**src/pkg/gdfh_pkg.sv**
```systemverilog
package gdfh_pkg;

	// ----------------------------------------------------------------
	// Clock and timing
	// ----------------------------------------------------------------
	localparam int CLK_MHZ          = 40;
	localparam int WARN_PULSE_NS    = 64000;
	localparam int FULL_RESET_NS    = 20000;
	localparam int WARN_PULSE_CYC   = (WARN_PULSE_NS * CLK_MHZ) / 1000;
	localparam int FULL_RESET_CYC   = (FULL_RESET_NS * CLK_MHZ + 999) / 1000;
	localparam int CNT_W            = 12;

	// ----------------------------------------------------------------
	// Register map
	// ----------------------------------------------------------------
	localparam logic [7:0] STATUS_OFS  = 8'h00;
	localparam logic [7:0] CONTROL_OFS = 8'h04;
	localparam logic [7:0] LIVE_OFS    = 8'h08;

	// Status fields
	localparam int ST_OC_LSB      = 0;
	localparam int NUM_FET        = 6;
	localparam int ST_PWR_UV      = 6;
	localparam int ST_GATE_UV     = 7;
	localparam int ST_GATE_OV     = 8;
	localparam int ST_TEMP_WARN   = 9;
	localparam int ST_TEMP_SHDN   = 10;
	localparam int ST_OC_FAULT    = 11;
	localparam int ST_W           = 12;

	// Control fields
	localparam int CT_POLICY_LSB  = 0;
	localparam int CT_WSEL_LSB    = 2;
	localparam int CT_GATE_RESET  = 4;
	localparam logic [1:0] POLICY_RST = 2'h0;
	localparam logic [1:0] WSEL_RST   = 2'h0;

	// ----------------------------------------------------------------
	// Overcurrent policy and warning pin selection
	// ----------------------------------------------------------------
	typedef enum logic [1:0] {
		POL_CUR_LIMIT = 2'h0,
		POL_LATCH     = 2'h1,
		POL_REPORT    = 2'h2,
		POL_DISABLED  = 2'h3
	} gdfh_policy_t;

	typedef enum logic [1:0] {
		WSEL_BOTH   = 2'h0,
		WSEL_TEMP   = 2'h1,
		WSEL_OC     = 2'h2,
		WSEL_BOTH_2 = 2'h3
	} gdfh_wsel_t;

endpackage

```
**src/core/gdfh_sync.sv**
```systemverilog
`timescale 1ns/100ps

module gdfh_sync
	import gdfh_pkg::*;
#(
	parameter int WIDTH = 1
)
(
	// Clock and reset
	input  wire logic             pclk,
	input  wire logic             presetn,
	// Asynchronous in, synchronous out
	input  wire logic [WIDTH-1:0] async_in,
	output logic      [WIDTH-1:0] sync_out
);

	logic [WIDTH-1:0] meta_r;

	// ----------------------------------------------------------------
	// Two-stage synchroniser
	// ----------------------------------------------------------------
	always_ff @(posedge pclk or negedge presetn)
	begin
		if (!presetn)
		begin
			meta_r   <= '0;
			sync_out <= '0;
		end
		else
		begin
			meta_r   <= async_in;
			sync_out <= meta_r;
		end
	end

endmodule

```
**src/core/gdfh_fault_handler.sv**
```systemverilog
// Contract
// - Report-only policy: no action, 64 us warning pulse, status bit set.
// - Disabled policy: overcurrent detections ignored, no action, no report anywhere; the live register still shows the overcurrent detector flags.
// - Power or gate supply undervolt: all gates low, unlatched, fault pin and status; the bus refuses reads under power undervolt, so that bit never reads set.
// - Power supply undervolt: ignore bus writes, registers return to defaults.
// - Gate supply overvolt: gates and charge pump off, latched, fault pin and status.
// - Overvolt latch cleared only by a full enable reset, not quick or command.
// - Warning pin reports temperature and overcurrent by default; selectable temperature-only or overcurrent-only.
// - Temperature warning: no action, unlatched, status and warning pin, never fault pin.
// - Temperature shutdown latches off; cleared by enable or command once cool.
// - Temperature shutdown: weak pulldown, charge pump off, both pins and status.
// - During temperature shutdown the bus works and settings are kept.
// - Fault pin asserts on shutdown events, released once gates are ready.
// - Warning pin asserts on overcurrent or temperature events, shutdown or not.
// - Current-limit policy: limit only the tripped transistor, unlatched, warning and status.
// - Latch policy: phase forced off, weak pulldown, latched, both pins and status.
// - Overcurrent status bits stay set until the next status read.
// - Latched fault and its status hold until gate reset command or quick enable pulse.
// - Enable rising edge clears latched faults and status unless condition persists.
//
// The APB interface to the registers and the register offsets were chosen for this implementation.
`timescale 1ns/100ps

module gdfh_fault_handler
	import gdfh_pkg::*;
#(
	parameter int ADDR_W = 8,
	parameter int PHASES = 3
)
(
	// APB slave
	input  wire logic              pclk,
	input  wire logic              presetn,
	input  wire logic              psel,
	input  wire logic              penable,
	input  wire logic              pwrite,
	input  wire logic [ADDR_W-1:0] paddr,
	input  wire logic [31:0]       pwdata,
	output logic      [31:0]       prdata,
	output logic                   pready,
	output logic                   pslverr,
	// Analog detector flags
	input  wire logic [NUM_FET-1:0] oc_detect,
	input  wire logic              power_supply_undervolt,
	input  wire logic              gate_supply_undervolt,
	input  wire logic              digital_supply_undervolt,
	input  wire logic              gate_supply_overvolt,
	input  wire logic              temp_warning,
	input  wire logic              temp_shutdown,
	// Enable pin and PWM inputs
	input  wire logic              enable_gate,
	input  wire logic [PHASES-1:0] pwm_high,
	input  wire logic [PHASES-1:0] pwm_low,
	// Gate outputs
	output logic      [PHASES-1:0] high_gate_out,
	output logic      [PHASES-1:0] low_gate_out,
	output logic                   gate_weak_pulldown,
	output logic                   charge_pump_en,
	// Open-drain report pins
	output logic                   shutdown_fault_n_o,
	output logic                   shutdown_fault_n_oe,
	output logic                   warning_n_o,
	output logic                   warning_n_oe
);

	localparam int SYNC_W = NUM_FET + 7 + 2 * PHASES;

	// ----------------------------------------------------------------
	// Synchronisers
	// ----------------------------------------------------------------
	logic [SYNC_W-1:0]  sync_s;
	logic [NUM_FET-1:0] oc_s;
	logic               pwr_uv_s;
	logic               gate_uv_s;
	logic               dig_uv_s;
	logic               gate_ov_s;
	logic               temp_warn_s;
	logic               temp_shdn_s;
	logic               enable_s;
	logic [PHASES-1:0]  pwm_high_s;
	logic [PHASES-1:0]  pwm_low_s;

	gdfh_sync #(
		.WIDTH (SYNC_W)
	) u_sync (
		.pclk     (pclk),
		.presetn  (presetn),
		.async_in ({pwm_low, pwm_high, enable_gate, temp_shutdown, temp_warning,
			gate_supply_overvolt, digital_supply_undervolt, gate_supply_undervolt,
			power_supply_undervolt, oc_detect}),
		.sync_out (sync_s)
	);

	assign {pwm_low_s, pwm_high_s, enable_s, temp_shdn_s, temp_warn_s, gate_ov_s,
		dig_uv_s, gate_uv_s, pwr_uv_s, oc_s} = sync_s;

	// ----------------------------------------------------------------
	// Decoding helpers
	// ----------------------------------------------------------------
	function automatic logic wsel_temp(input logic [1:0] sel);
		wsel_temp = (sel != WSEL_OC);
	endfunction

	function automatic logic wsel_oc(input logic [1:0] sel);
		wsel_oc = (sel != WSEL_TEMP);
	endfunction

	// ----------------------------------------------------------------
	// Registers and state
	// ----------------------------------------------------------------
	logic [1:0]         policy_r;
	logic [1:0]         wsel_r;
	gdfh_policy_t       policy;
	logic [NUM_FET-1:0] oc_status_r;
	logic [NUM_FET-1:0] oc_prev_r;
	logic [PHASES-1:0]  phase_latch_r;
	logic [NUM_FET-1:0] cl_block_r;
	logic               ov_latch_r;
	logic               otsd_latch_r;
	logic               dig_uv_prev_r;
	logic               enable_prev_r;
	logic [CNT_W-1:0]   en_low_cnt_r;
	logic [CNT_W-1:0]   warn_cnt_r;
	logic [31:0]        prdata_r;

	logic               wr_access;
	logic               rd_access;
	logic               addr_hit;
	logic               gate_reset_cmd;
	logic               en_rise;
	logic               full_reset;
	logic               clear_latches;
	logic               clear_status;
	logic               status_read;
	logic               oc_report;
	logic [NUM_FET-1:0] oc_rise;
	logic               any_uv;
	logic               gate_enable;
	logic [ST_W-1:0]    status_word;

	assign policy = gdfh_policy_t'(policy_r);

	// ----------------------------------------------------------------
	// APB decode
	// ----------------------------------------------------------------
	assign addr_hit  = (paddr == STATUS_OFS) || (paddr == CONTROL_OFS) || (paddr == LIVE_OFS);
	assign wr_access = psel && penable && pwrite && addr_hit && !pwr_uv_s;
	assign rd_access = psel && penable && !pwrite && addr_hit;
	assign pready    = 1'b1;
	assign pslverr   = psel && penable && (!addr_hit || pwr_uv_s);
	assign prdata    = prdata_r;

	assign gate_reset_cmd = wr_access && (paddr == CONTROL_OFS) && pwdata[CT_GATE_RESET];
	assign status_read    = rd_access && (paddr == STATUS_OFS);

	// ----------------------------------------------------------------
	// Enable pin reset classification
	// ----------------------------------------------------------------
	assign en_rise    = enable_s && !enable_prev_r;
	assign full_reset = en_rise && (en_low_cnt_r >= CNT_W'(FULL_RESET_CYC));

	// Quick or full enable reset, or the gate reset command
	assign clear_latches = en_rise || gate_reset_cmd;
	assign clear_status  = clear_latches || (dig_uv_prev_r && !dig_uv_s);

	always_ff @(posedge pclk or negedge presetn)
	begin
		if (!presetn)
		begin
			enable_prev_r <= 1'b0;
			dig_uv_prev_r <= 1'b0;
			en_low_cnt_r  <= '0;
		end
		else
		begin
			enable_prev_r <= enable_s;
			dig_uv_prev_r <= dig_uv_s;
			if (enable_s)
				en_low_cnt_r <= '0;
			else if (en_low_cnt_r < CNT_W'(FULL_RESET_CYC))
				en_low_cnt_r <= en_low_cnt_r + CNT_W'(1);
		end
	end

	// ----------------------------------------------------------------
	// Control register
	// ----------------------------------------------------------------
	always_ff @(posedge pclk or negedge presetn)
	begin
		if (!presetn)
		begin
			policy_r <= POLICY_RST;
			wsel_r   <= WSEL_RST;
		end
		else if (pwr_uv_s || full_reset)
		begin
			policy_r <= POLICY_RST;
			wsel_r   <= WSEL_RST;
		end
		else if (wr_access && (paddr == CONTROL_OFS))
		begin
			policy_r <= pwdata[CT_POLICY_LSB +: 2];
			wsel_r   <= pwdata[CT_WSEL_LSB +: 2];
		end
	end

	// ----------------------------------------------------------------
	// Overcurrent status and handling
	// ----------------------------------------------------------------
	assign oc_report = (policy != POL_DISABLED);
	assign oc_rise   = oc_s & ~oc_prev_r;

	always_ff @(posedge pclk or negedge presetn)
	begin
		if (!presetn)
		begin
			oc_prev_r   <= '0;
			oc_status_r <= '0;
		end
		else if (pwr_uv_s)
		begin
			oc_prev_r   <= oc_s;
			oc_status_r <= '0;
		end
		else
		begin
			oc_prev_r <= oc_s;
			// Set wins over a read or reset clear
			if (oc_report)
				oc_status_r <= oc_s | (oc_status_r & ~{NUM_FET{status_read || clear_status}});
			else
				oc_status_r <= oc_status_r & ~{NUM_FET{status_read || clear_status}};
		end
	end

	// Per-transistor current limit and per-phase latch
	genvar g;
	generate
		for (g = 0; g < PHASES; g++)
		begin : g_phase
			always_ff @(posedge pclk or negedge presetn)
			begin
				if (!presetn)
				begin
					cl_block_r[2*g]   <= 1'b0;
					cl_block_r[2*g+1] <= 1'b0;
					phase_latch_r[g]  <= 1'b0;
				end
				else
				begin
					// Block the tripped transistor until its PWM input cycles
					if (policy == POL_CUR_LIMIT && oc_s[2*g])
						cl_block_r[2*g] <= 1'b1;
					else if (!pwm_high_s[g])
						cl_block_r[2*g] <= 1'b0;
					if (policy == POL_CUR_LIMIT && oc_s[2*g+1])
						cl_block_r[2*g+1] <= 1'b1;
					else if (!pwm_low_s[g])
						cl_block_r[2*g+1] <= 1'b0;
					if (policy == POL_LATCH && (oc_s[2*g] || oc_s[2*g+1]))
						phase_latch_r[g] <= 1'b1;
					else if (clear_latches)
						phase_latch_r[g] <= 1'b0;
				end
			end
		end
	endgenerate

	// ----------------------------------------------------------------
	// Overvoltage and overtemperature latches
	// ----------------------------------------------------------------
	always_ff @(posedge pclk or negedge presetn)
	begin
		if (!presetn)
		begin
			ov_latch_r   <= 1'b0;
			otsd_latch_r <= 1'b0;
		end
		else
		begin
			if (gate_ov_s)
				ov_latch_r <= 1'b1;
			else if (full_reset)
				ov_latch_r <= 1'b0;
			if (temp_shdn_s)
				otsd_latch_r <= 1'b1;
			else if (clear_latches)
				otsd_latch_r <= 1'b0;
		end
	end

	// ----------------------------------------------------------------
	// Warning pulse timer
	// ----------------------------------------------------------------
	always_ff @(posedge pclk or negedge presetn)
	begin
		if (!presetn)
			warn_cnt_r <= '0;
		else if (oc_report && (|oc_rise))
			warn_cnt_r <= CNT_W'(WARN_PULSE_CYC);
		else if (warn_cnt_r != '0)
			warn_cnt_r <= warn_cnt_r - CNT_W'(1);
	end

	// ----------------------------------------------------------------
	// Gate outputs
	// ----------------------------------------------------------------
	assign any_uv      = pwr_uv_s || gate_uv_s || dig_uv_s;
	assign gate_enable = enable_s && !any_uv && !ov_latch_r && !otsd_latch_r;

	always_ff @(posedge pclk or negedge presetn)
	begin
		if (!presetn)
		begin
			high_gate_out      <= '0;
			low_gate_out       <= '0;
			gate_weak_pulldown <= 1'b1;
			charge_pump_en     <= 1'b0;
		end
		else
		begin
			for (int i = 0; i < PHASES; i++)
			begin
				high_gate_out[i] <= gate_enable && pwm_high_s[i] && !phase_latch_r[i]
					&& !cl_block_r[2*i];
				low_gate_out[i]  <= gate_enable && pwm_low_s[i] && !phase_latch_r[i]
					&& !cl_block_r[2*i+1];
			end
			gate_weak_pulldown <= !gate_enable || (|phase_latch_r);
			charge_pump_en     <= enable_s && !ov_latch_r && !otsd_latch_r;
		end
	end

	// ----------------------------------------------------------------
	// Report pins
	// ----------------------------------------------------------------
	always_ff @(posedge pclk or negedge presetn)
	begin
		if (!presetn)
		begin
			shutdown_fault_n_oe <= 1'b1;
			warning_n_oe        <= 1'b0;
		end
		else
		begin
			// Held low until the gate driver is ready for PWM
			shutdown_fault_n_oe <= !enable_s || any_uv || ov_latch_r || otsd_latch_r
				|| (|phase_latch_r);
			warning_n_oe <= (wsel_oc(wsel_r) && (warn_cnt_r != '0))
				|| (wsel_temp(wsel_r) && temp_warn_s)
				|| otsd_latch_r;
		end
	end

	assign shutdown_fault_n_o = 1'b0;
	assign warning_n_o        = 1'b0;

	// ----------------------------------------------------------------
	// Read data
	// ----------------------------------------------------------------
	always_comb
	begin
		status_word                                = '0;
		status_word[ST_OC_LSB +: NUM_FET]          = oc_status_r;
		status_word[ST_PWR_UV]                     = pwr_uv_s;
		status_word[ST_GATE_UV]                    = gate_uv_s;
		status_word[ST_GATE_OV]                    = ov_latch_r;
		status_word[ST_TEMP_WARN]                  = temp_warn_s;
		status_word[ST_TEMP_SHDN]                  = otsd_latch_r;
		status_word[ST_OC_FAULT]                   = |phase_latch_r;
	end

	always_ff @(posedge pclk or negedge presetn)
	begin
		if (!presetn)
			prdata_r <= '0;
		else if (psel && !penable && !pwrite && !pwr_uv_s)
		begin
			prdata_r <= '0;
			unique case (paddr)
				STATUS_OFS:  prdata_r[ST_W-1:0] <= status_word;
				CONTROL_OFS: prdata_r[CT_WSEL_LSB+1:0] <= {wsel_r, policy_r};
				LIVE_OFS:    prdata_r[SYNC_W-1:0] <= sync_s;
				default:     prdata_r <= '0;
			endcase
		end
		else if (psel && !penable)
			prdata_r <= '0;
	end

endmodule

```
**config.mk**
```make
export PLATFORM = sky130hd
export DESIGN_NAME = gdfh_fault_handler
export DESIGN_NICKNAME = d
export VERILOG_FILES = /design/src/pkg/gdfh_pkg.sv /design/src/core/gdfh_sync.sv /design/src/core/gdfh_fault_handler.sv
export SDC_FILE = /design/constraint.sdc
export NUM_CORES = 1
export LEC_CHECK = 0
export ABC_AREA = 1
export BUFFER_PORTS_ARGS = -buffer_cell sky130_fd_sc_hd__clkbuf_2
export CORE_MARGIN = 4
export CORE_UTILIZATION = 55
export DETAILED_ROUTE_END_ITERATION = 16
export HOLD_SLACK_MARGIN = 0.03
export PLACE_DENSITY_LB_ADDON = 0.25
export SLEW_MARGIN = 30
export SYNTH_ARGS = -nofsm -noshare
export SYNTH_HDL_FRONTEND = slang
export SYNTH_SLANG_ARGS = --single-unit
export TNS_END_PERCENT = 30
```
**constraint.sdc**
```tcl
create_clock -name pclk -period 4.69 [get_ports pclk]
set_clock_uncertainty 0.2 [all_clocks]
set_input_delay 0.469 -clock pclk [delete_from_list [all_inputs] [get_ports pclk]]
set_output_delay 0.469 -clock pclk [all_outputs]
set_load 0.02 [all_outputs]
```
# Word level (Yosys, flattened, before mapping)
# Index checks and enable logic that the tools add are counted.
dict set report op_classes {
  mul 0
  addsub 2
  order_cmp 2
  muxes 34
  n_reduce_logical 104
  n_eq_ne 12
  n_bitwise 5
  shift 0
  n_div 0
}
# operator n
set ops {}
lappend ops {{$mux 32} 2}
lappend ops {{$logic_and 1x1->1} 51}
lappend ops {{$mux 12} 4}
lappend ops {{$logic_not 1->1} 20}
lappend ops {{$logic_or 1x1->1} 19}
lappend ops {{$mux 1} 19}
lappend ops {{$reduce_bool 2->1} 9}
lappend ops {{$ne 2x2->1 const B} 8}
lappend ops {{$pmux 8 s2} 1}
lappend ops {{$add 12x1->12 const B} 1}
lappend ops {{$and 6x6->6} 2}
lappend ops {{$ge 12x10->1 const B} 1}
lappend ops {{$lt 12x10->1 const B} 1}
lappend ops {{$mux 6} 2}
lappend ops {{$not 6->6} 2}
lappend ops {{$pmux 4 s3} 1}
lappend ops {{$reduce_bool 12->1} 1}
lappend ops {{$sub 12x1->12 const B} 1}
lappend ops {{$eq 8x3->1 const B} 1}
lappend ops {{$eq 8x4->1 const B} 1}
lappend ops {{$logic_not 8->1} 1}
lappend ops {{$mux 2} 4}
lappend ops {{$mux 7} 1}
lappend ops {{$or 6x6->6} 1}
lappend ops {{5 further kinds} 5}
dict set report word_totals {
  mem_bits_rw 0
  latch_bits 0
  wordCells 187
  mem_count 0
  output_inout_bits 46
  in_bits 64
  regBits 133
  romBits 0
}

# Longest topological paths before layout
# Gate-level depths: netlist (run 1).
dict set report logic_depth {
  ltp_word 15
  depth_mapped 9
  ltp_nobuf 8
}

# Hierarchy
# Synthesis (run 1) repeated with hierarchy kept, for this count alone.
dict set report hier_totals {
  cells_unflattened 474
  area_unflattened_um2 4887.2
}
# mod cells_per_inst area_each_um2 seq_area_each_um2 instances
set by_module_without_submodules {}
lappend by_module_without_submodules {gdfh_fault_handler 436 3936.3 2028.2 1}
lappend by_module_without_submodules {gdfh_sync 38 950.9 950.9 1}

# Worst setup path after synthesis (run 1)
# OpenSTA, ideal clock, no wires.
dict set report synth_timing {
  path_type {input to output}
  from {input paddr[7]}
  to {output pslverr}
  required_time_ps 4021
  arrival_time_ps 1305
  path_slack_ps 2716
  stages 7
  cell_sequence {nor2_2 -> nand2_2 -> nor2_4 -> buf_4 -> nor2_1 -> nand2_1 -> a21oi_1}
}
dict set report synth_via {
  elab_chain_cells 6
}
# element line_no
set synth_rtl {}
lappend synth_rtl {{start: declaration} gdfh_fault_handler.sv:37} ;# input wire logic [ADDR_W-1:0] paddr,
lappend synth_rtl {{$eq 8x3->1 or $logic_not 8->1 (tied branches)} gdfh_fault_handler.sv:146} ;# assign addr_hit = (paddr == STATUS_OFS) || (paddr == CONTROL_OFS) || (paddr == LIVE_OFS);
lappend synth_rtl {{$logic_or 1x1->1} gdfh_fault_handler.sv:146}
lappend synth_rtl {{$logic_or 1x1->1 *} gdfh_fault_handler.sv:146}
lappend synth_rtl {{$logic_not 1->1 *} gdfh_fault_handler.sv:150} ;# assign pslverr = psel && penable && (!addr_hit || pwr_uv_s);
lappend synth_rtl {{$logic_or 1x1->1 *} gdfh_fault_handler.sv:150}
lappend synth_rtl {{$logic_and 1x1->1 *} gdfh_fault_handler.sv:150}
lappend synth_rtl {{end: declaration} gdfh_fault_handler.sv:41} ;# output logic pslverr,
# Every way passes the cells marked *; elsewhere a longest branch is shown, timed or not.

# Final worst setup path (run 1)
dict set report layout_timing {
  from {register u_sync.sync_out[6]}
  to {output pslverr}
}
dict set report layout_via {
  elab_chain_cells 2
}
# element line_no
set layout_rtl {}
lappend layout_rtl {{start: declaration} gdfh_sync.sv:14} ;# output logic [WIDTH-1:0] sync_out
lappend layout_rtl {{start signal: assignment} gdfh_sync.sv:32} ;# sync_out <= meta_r;
lappend layout_rtl {{$logic_or 1x1->1} gdfh_fault_handler.sv:150}
lappend layout_rtl {{$logic_and 1x1->1} gdfh_fault_handler.sv:150}
# No other way between the ends.

==> results.md, run 1 <==
* 28.32% — met1 Usage GRT
* 3613 — total number of vias
* 0.51 ns — clock latency at the later pin of the worst-skew pair
* 0.8549 — GP Congestion
* 70.62% — Final Util
* 476 — number of cells produced by synthesis
* 60.88% — post-synthesis sequential area ratio
* 119 — TritonCTS Sinks
* 42 — library cells used by synthesis
* 3716 — number of global-route vias before repair
* 0 — Antenna diodes
* 3.066 nW — static leakage
* 0.6049 mW — Switching Power
* yes — CTS tree
* 56.39% — initial cell density of the core
* complete, no violations — run status
* register — kind of launch point of the worst setup path
* 0.004893 mm^2 — total standard cell area after synthesis
* 0 — final number of hold-violating endpoints
* 0 ns — accumulated negative setup slack
* 0.8408 ns — Least-Margin Pin Slew
* 37.28% — met2 usage in global routing
* 2 — buffers from clock root to sink, at most
* 425.6 mW/mm^2 — Power Density
* 0.06 ns — Clock transition at path regs
* 4 — number of cells on the worst hold path
* 0 — Post-CTS Setup Inserts
* 4.02 ns — Critical Path RT
* 2.223 ns — clock period minus final worst setup slack
* 102.3 um — Chip Height
* 66 — count of input and output buffers
* input pin to register — class of the worst hold path
* 647 — net count reported at finish
* register to output pin — category of the critical setup timing path
* no — unrepaired setup endpoints after global routing
* 6854 um — DPL Wire Length
* 0 — number of warnings printed during yosys synthesis
* 0.006128 mm^2 — final std cell area, no fill
* 9 — Max Fanout on Critical Path
* 0 — EDFF count, synth
* 42.1% — sequential power share
* 1.55 ns — data arrival at the endpoint of the critical path
* 0.3914 mV — worst IR drop on VDD
* 110 — top-level I/O count
* 2.608 mW — post-layout total power
* 0 — total count of max-transition violations in the final report
* 23.19% — Sw Ratio
* 100.0% — fraction of registers with async set or reset after synthesis
* output pin — sort of element at the end of the critical path
* 0.1154 ns — minimum hold slack
* 25.24% — Layout area overhead
* 0.01047 mm^2 — full die area
* 5.154 — vias per inst
* 0 — aggregate global routing overflow
* 2.003 mW — Int Power
* 71 — pin count of the biggest net entering global routing
* 622 — fill cell count
* 4 — first-pass iteration count of the detailed router
* 0 — residual DRC count
* 22.67% — GRT Total Usage
* 0 — antenna violations before repair
* 119 — FF+latch count, synth
* 0 — antenna-violating nets left
* 24.96% — share of final-layout standard cells stronger than drive strength 1
* sky130_fd_sc_hd__dfrtp_1 — Most used DFF post-synth
* 8 — Reg2Reg Depth
* met2 — layer with the highest usage after global routing
* 10420 um — aggregate routed wire length
* 51.0% — clock share of power
* 10.28 um^2 — post-synthesis average cell area
* 47.39% — fin crit share
* 0.005263 mm^2 — Area after DPL
* 6.9% — share of power burned in combinational logic
* 17960 um — global-route wire length before repair
* 34 — Rows
* 4 — CTS HTree Levels
* 102.3 um — floorplan die width
* 6.894% — met3 Track Usage GR
* 0.008678 mm^2 — standard cell core area
* sky130_fd_sc_hd__clkbuf_8 — Clock Tree Root
* 14.86 um — routed wire length per instance
* 0 — final setup violating endpoints
* 449.9 MHz — fmax
* 230 — violation count after the first detailed-routing iteration
* 0 — maximum capacitance violations
* 43.95% — tightest slew margin relative to the limit
* 17 — Num CTS Buffers
-- routing by layer --
| layer | vias up | wire, um |
|---|---|---|
| li1 | 1734 | - |
| met1 | 1743 | 4221 |
| met2 | 108 | 5440 |
| met3 | 28 | 533 |
| met4 | 0 | 223 |
| met5 | - | 0 |
-- power groups by stage --
| stage | sequential, mW | combinational, mW | clock (mW) |
|---|---|---|---|
| floorplan | 1.10 | 0.119 | 0 |
| global placement | 1.11 | 0.157 | 0 |
| detailed placement | 1.11 | 0.163 | 0 |
| CTS | 1.10 | 0.182 | 1.35 |
| global route | 1.10 | 0.207 | 1.40 |
| finish | 1.10 | 0.181 | 1.33 |
-- final timing paths --
path,slack (ns),start,to
worst max-delay path,2.47,u_sync.sync_out[6]$_DFF_PN0_,pslverr
worst min-delay path,0.12,psel,prdata[6]$_DFFE_PN0P_
worst max register to register,2.82,warn_cnt_r[0]$_DFFE_PN0P_,warn_cnt_r[0]$_DFFE_PN0P_
worst min register to register,0.15,u_sync.meta_r[7]$_DFF_PN0_,u_sync.sync_out[7]$_DFF_PN0_
max in group asynchronous,3.23,presetn,u_sync.meta_r[15]$_DFF_PN0_
min in group asynchronous,0.41,presetn,u_sync.sync_out[8]$_DFF_PN0_
-- cell usage after synthesis, types with 2 or more instances --
cell type                  number  share of area, %
sky130_fd_sc_hd__dfrtp_1      118                60
sky130_fd_sc_hd__nand2_1       93               7.1
sky130_fd_sc_hd__inv_1         42               3.2
sky130_fd_sc_hd__nor2_1        31               2.4
sky130_fd_sc_hd__nand3_1       25               2.6
sky130_fd_sc_hd__buf_4         18               2.8
sky130_fd_sc_hd__a21oi_1       17               1.7
sky130_fd_sc_hd__inv_2         14               1.1
sky130_fd_sc_hd__o21ai_1       13               1.3
sky130_fd_sc_hd__nand4_1       11               1.4
sky130_fd_sc_hd__o21ai_0       10               1.0
sky130_fd_sc_hd__xor2_1         9               1.6
sky130_fd_sc_hd__nor2_2         7              0.89
sky130_fd_sc_hd__a22o_1         6               1.1
sky130_fd_sc_hd__nand2_2        6              0.77
sky130_fd_sc_hd__nor4_2         6               1.5
sky130_fd_sc_hd__nor3_1         5              0.51
sky130_fd_sc_hd__nor2_4         4              0.92
sky130_fd_sc_hd__o211ai_1       4              0.61
sky130_fd_sc_hd__ha_1           3              0.77
sky130_fd_sc_hd__nand3_2        3              0.61
sky130_fd_sc_hd__nand3b_1       3              0.46
sky130_fd_sc_hd__o22ai_1        3              0.38
sky130_fd_sc_hd__xnor2_1        3              0.54
sky130_fd_sc_hd__a21oi_2        2              0.36
sky130_fd_sc_hd__buf_6          2              0.46
sky130_fd_sc_hd__conb_1         2              0.15
sky130_fd_sc_hd__nor3_2         2              0.41
-- cells by family (layout without fill, tap and decap cells) --
| group | Yosys count | in the layout | share of synthesized area (%) |
|---|---|---|---|
| AND/OR/NAND/NOR | 201 | 201 | 20.79 |
| XOR/XNOR | 12 | 12 | 2.148 |
| other | 2 | 16 | 0.1535 |
| buffers and inverters | 79 | 182 | 7.773 |
| AO/OA/AOI/OAI | 60 | 60 | 7.492 |
| flip-flops | 119 | 119 | 60.88 |
| adder cells (fa/ha/maj) | 3 | 3 | 0.7671 |
-- critical path, stage by stage (launching register included) --
cell	delay (ns)
sky130_fd_sc_hd__dfrtp_1	0.58
sky130_fd_sc_hd__inv_2	0.11
sky130_fd_sc_hd__a21oi_1	0.16
sky130_fd_sc_hd__clkbuf_2	0.19
-- cell usage in the layout (no fill, tap or decap), drive strengths merged, types with 4 or more instances in the layout --
cell         instances
nor4                 6
dfrtp              118
dlygate4sd3         25
a22o                 6
nand3               29
o21ai               23
clkinv               6
o211ai               4
xor2                 9
a21oi               20
nor2                42
clkbuf              83
conb                16
nand4               12
nor3                 8
bufinv               4
nand2               99
inv                 59
-- sequential cells by signal, summed over array words and instances (netlist names), 3 cells and up --
name,flops
cl_block_r,6
en_low_cnt_r,12
high_gate_out,3
low_gate_out,3
oc_prev_r,6
oc_status_r,6
phase_latch_r,3
prdata,19
u_sync.meta_r,19
u_sync.sync_out,19
warn_cnt_r,12
-- area by class of cell --
type | instances | area, um^2 | share of cell area (%)
clock inverters | 14 | 197.7 | 3.226
repair buffers | 93 | 598.1 | 9.759
inverters | 57 | 214.0 | 3.491
well taps | 108 | 135.1 | 2.205
flip-flops and latches | 119 | 2979 | 48.61
multi-input cells | 292 | 1587 | 25.89
clock buffers | 18 | 417.9 | 6.819
-- per-stage QoR --
step,setup WS [ns],cells
floorplan,2.716,490
global placement,2.539,644
detailed placement,2.522,644
CTS,2.447,701
global route,2.360,701
finish,2.467,701
-- repair_timing --
item                                   4_1_cts  5_1_grt
gates resized for setup                      0        0
hold buffers                                25        0
endpoints found under the hold margin      142        0
(Power assumes the default switching activity.)
==> inputs of run 2 (changes only) <==
--- a/config.mk
+++ b/config.mk
@@ -8,7 +8,7 @@
 export ABC_AREA = 1
 export BUFFER_PORTS_ARGS = -buffer_cell sky130_fd_sc_hd__clkbuf_2
 export CORE_MARGIN = 4
-export CORE_UTILIZATION = 55
+export CORE_UTILIZATION = 54
 export DETAILED_ROUTE_END_ITERATION = 16
 export HOLD_SLACK_MARGIN = 0.03
 export PLACE_DENSITY_LB_ADDON = 0.25
==> constraint.sdc (replaced) <==
create_clock -name pclk -period 2.25 [get_ports pclk]
set_clock_uncertainty 0.2 [all_clocks]
set_input_delay 0.225 -clock pclk [delete_from_list [all_inputs] [get_ports pclk]]
set_output_delay 0.225 -clock pclk [all_outputs]
set_load 0.02 [all_outputs]
==> results.md, run 2 (synthesized netlist as in run 1, its figures left out) <==
* paddr[2] — startpoint of the worst setup timing path
* sky130_fd_sc_hd__clkbuf_8 — Clock Tree Root
* 863.9 mW/mm^2 — Power Density, +100%
* 34 — Rows, unchanged
* 0.3751 ns — worst slack at placement, -2.147 ns
* 0.1002 ns — final worst slack, -2.367 ns
* 4 — CTS HTree Levels, unchanged
* 0 ns — accumulated negative setup slack, unchanged
* 0.001587 mm^2 — area used by multi-input combinational logic, unchanged
* 4 — count of buffering cells on the critical path with inverters included, +2
* 0.005288 mm^2 — Area after DPL, +0.48%
* 22.65% — GRT Total Usage, about the same
* 0.05209 ns — minimum hold slack, -0.06331 ns
* 357 — violation count after the first detailed-routing iteration, +55%
* 4.094 mW — Int Power, +100%
* 103.2 um — Chip Height, +0.85%
* 3718 — number of global-route vias before repair, +0.054%
* output pin — sort of element at the end of the critical path
* 4 — Max Fanout on Critical Path, -5
* 42.1% — sequential power share, about the same
* 2.150 ns — clock period minus final worst setup slack
* 6 — Reg2Reg Depth, -2
* 103.2 um — floorplan die width, +0.85%
* 583 — fill cell count, -6.3%
* 24.66% — Sw Ratio, +1.5 points
* 1.72 ns — data arrival at the endpoint of the critical path, +0.17 ns
* 119 — TritonCTS Sinks, unchanged
* 662 — net count reported at finish, +2.3%
* 0 — antenna violations before repair, unchanged
* 66 — count of input and output buffers, unchanged
* 3.128 nW — static leakage, +2.0%
* sky130_fd_sc_hd__dlygate4sd3_1 — Crit-path slowest cell
* 0 — maximum capacitance violations, unchanged
* 0.006290 mm^2 — final std cell area, no fill, +2.6%
* 24.84% — share of final-layout standard cells stronger than drive strength 1, -0.12 points
* sky130_fd_sc_hd__dfrtp_1 — most common cell after layout, fill and taps aside
* 0 — aggregate global routing overflow, unchanged
* 18150 um — global-route wire length before repair, +1.1%
* 28.53% — Layout area overhead
* 17 — Num CTS Buffers, unchanged
* 0.008763 mm^2 — standard cell core area, +0.98%
* 110 — top-level I/O count, unchanged
* wsel_r[0]$_DFFE_PN0P_ — critical register-to-register path endpoint
* complete, no violations — run status
* 5 — first-pass iteration count of the detailed router, +1
* 0 — total count of max-transition violations in the final report, unchanged
* input pin to asynchronous set/reset pin — class of the worst hold path
* 3729 — total number of vias, +3.2%
* 0.06 ns — Clock transition at path regs, about the same
* 5.208 — vias per inst, +1.0%
* input pin — kind of launch point of the worst setup path
* 11190 um — aggregate routed wire length, +7.4%
* input pin to output pin — category of the critical setup timing path
* 0.01065 mm^2 — full die area, +1.7%
* 0 — antenna-violating nets left, unchanged
* 0.52 ns — clock latency at the later pin of the worst-skew pair, about the same
* 55.84% — initial cell density of the core, -0.55 points
* 1.82 ns — Critical Path RT, -2.20 ns
* 0.53 ns — critical path's largest stage delay, -0.05 ns
* 7083 um — DPL Wire Length, +3.3%
* 0.9893 mV — worst IR drop on VDD, +150%
* sky130_fd_sc_hd__dfrtp_1, sky130_fd_sc_hd__nand2_1, sky130_fd_sc_hd__clkbuf_2, sky130_fd_sc_hd__inv_1, sky130_fd_sc_hd__dlygate4sd3_1 — most frequent cells in the layout
* 0 — Antenna diodes, unchanged
* 7.3% — share of power burned in combinational logic, +0.4 points
* yes — CTS tree
* 0.002979 mm^2 — sequential cell area, unchanged
* 0 — post-cts sizing count, unchanged
* 69 — pin count of the biggest net entering global routing, -2.8%
* 465.2 MHz — fmax
* 0 — final number of hold-violating endpoints, unchanged
* 2 — buffers from clock root to sink, at most, unchanged
* 95.55% — fin crit share
* no — unrepaired setup endpoints after global routing
* dlygate4sd3_1, clkbuf_2, inv_1, nor2_1, nand2_1, nor2_4, nor2_1, nand2_1, a21oi_1, clkbuf_2 — cell breakdown of the critical path
* 0.8090 — GP Congestion, -5.4%
* 0.25 ns — worst reg-to-reg setup slack, -2.57 ns
* 1.340 mW — Switching Power, +120%
* buffers and inverters — largest delay contributor family on the critical path
* 0 — residual DRC count, unchanged
* 0 — final setup violating endpoints, unchanged
* 15.62 um — routed wire length per instance, +5.1%
* u_sync.sync_out[6]$_DFF_PN0_ — reg2reg start
* 50.6% — clock share of power, -0.4 points
==> run 2: changes by cell type in the layout (fill, tap and decap cells not counted) <==
cell | before | now
sky130_fd_sc_hd__buf_12 | 0 | 2
sky130_fd_sc_hd__bufinv_16 | 4 | 3
sky130_fd_sc_hd__clkbuf_1 | 1 | 0
sky130_fd_sc_hd__clkinv_2 | 2 | 0
sky130_fd_sc_hd__clkinv_4 | 3 | 5
sky130_fd_sc_hd__dlygate4sd3_1 | 25 | 38
sky130_fd_sc_hd__inv_6 | 3 | 5
==> run 2: metrics by stage <==
step                power [mW]  std cells  utilization, %
detailed placement       2.668        644           60.34
global placement         2.654        644           60.34
global route             5.630        716           71.77
CTS                      5.452        714           71.60
finish                   5.434        716           71.77
floorplan                2.550        490               -
==> run 2: layout make-up <==
class / instances / share of cell area [%]
clock buffers: 17 / 6.584
clock inverters: 15 / 3.063
inverters: 57 / 3.402
multi-input cells: 292 / 25.22
flip-flops and latches: 119 / 47.36
well taps: 108 / 2.148
repair buffers: 108 / 12.21
==> run 2: timing repair <==
action / CTS / global route
hold buffers: 38 / 0
hold endpoints to repair: 160 / 0
endpoints found under the setup margin: 0 / 2
buffers inserted: 0 / 2
==> run 2: worst max path at each step <==
stage | to | cells after the start
2_1_floorplan | warn_cnt_r[10]$_DFFE_PN0P_ | 7
3_3_place_gp | warn_cnt_r[0]$_DFFE_PN0P_ | 8
3_5_place_dp | warn_cnt_r[0]$_DFFE_PN0P_ | 8
4_1_cts | pslverr | 9
5_1_grt | pslverr | 10
6_report | pslverr | 10
==> run 2: power by group through the flow <==
stage	clock network, mW	logic [mW]	registers (mW)
global route	2.89	0.444	2.30
finish	2.75	0.395	2.29
floorplan	0	0.249	2.30
CTS	2.77	0.395	2.29
global placement	0	0.334	2.32
detailed placement	0	0.345	2.32
==> run 2: worst register-to-register path, cell delays in order, from the launching register on <==
cell and delay [ns]:
sky130_fd_sc_hd__dfrtp_1 0.61, sky130_fd_sc_hd__inv_2 0.13, sky130_fd_sc_hd__nand4_1 0.11, sky130_fd_sc_hd__clkinv_1 0.11, sky130_fd_sc_hd__nand2_1 0.09, sky130_fd_sc_hd__dlygate4sd3_1 0.56
sky130_fd_sc_hd__a21oi_1 0.07
==> run 2: routing by layer <==
metal	part of all wire (%)	track usage (%)	vias up
met5	0	0	-
met3	4.4	5.433	19
li1	-	-	1762
met4	1.6	8.367	0
met2	52	38.43	106
met1	42	28.35	1842
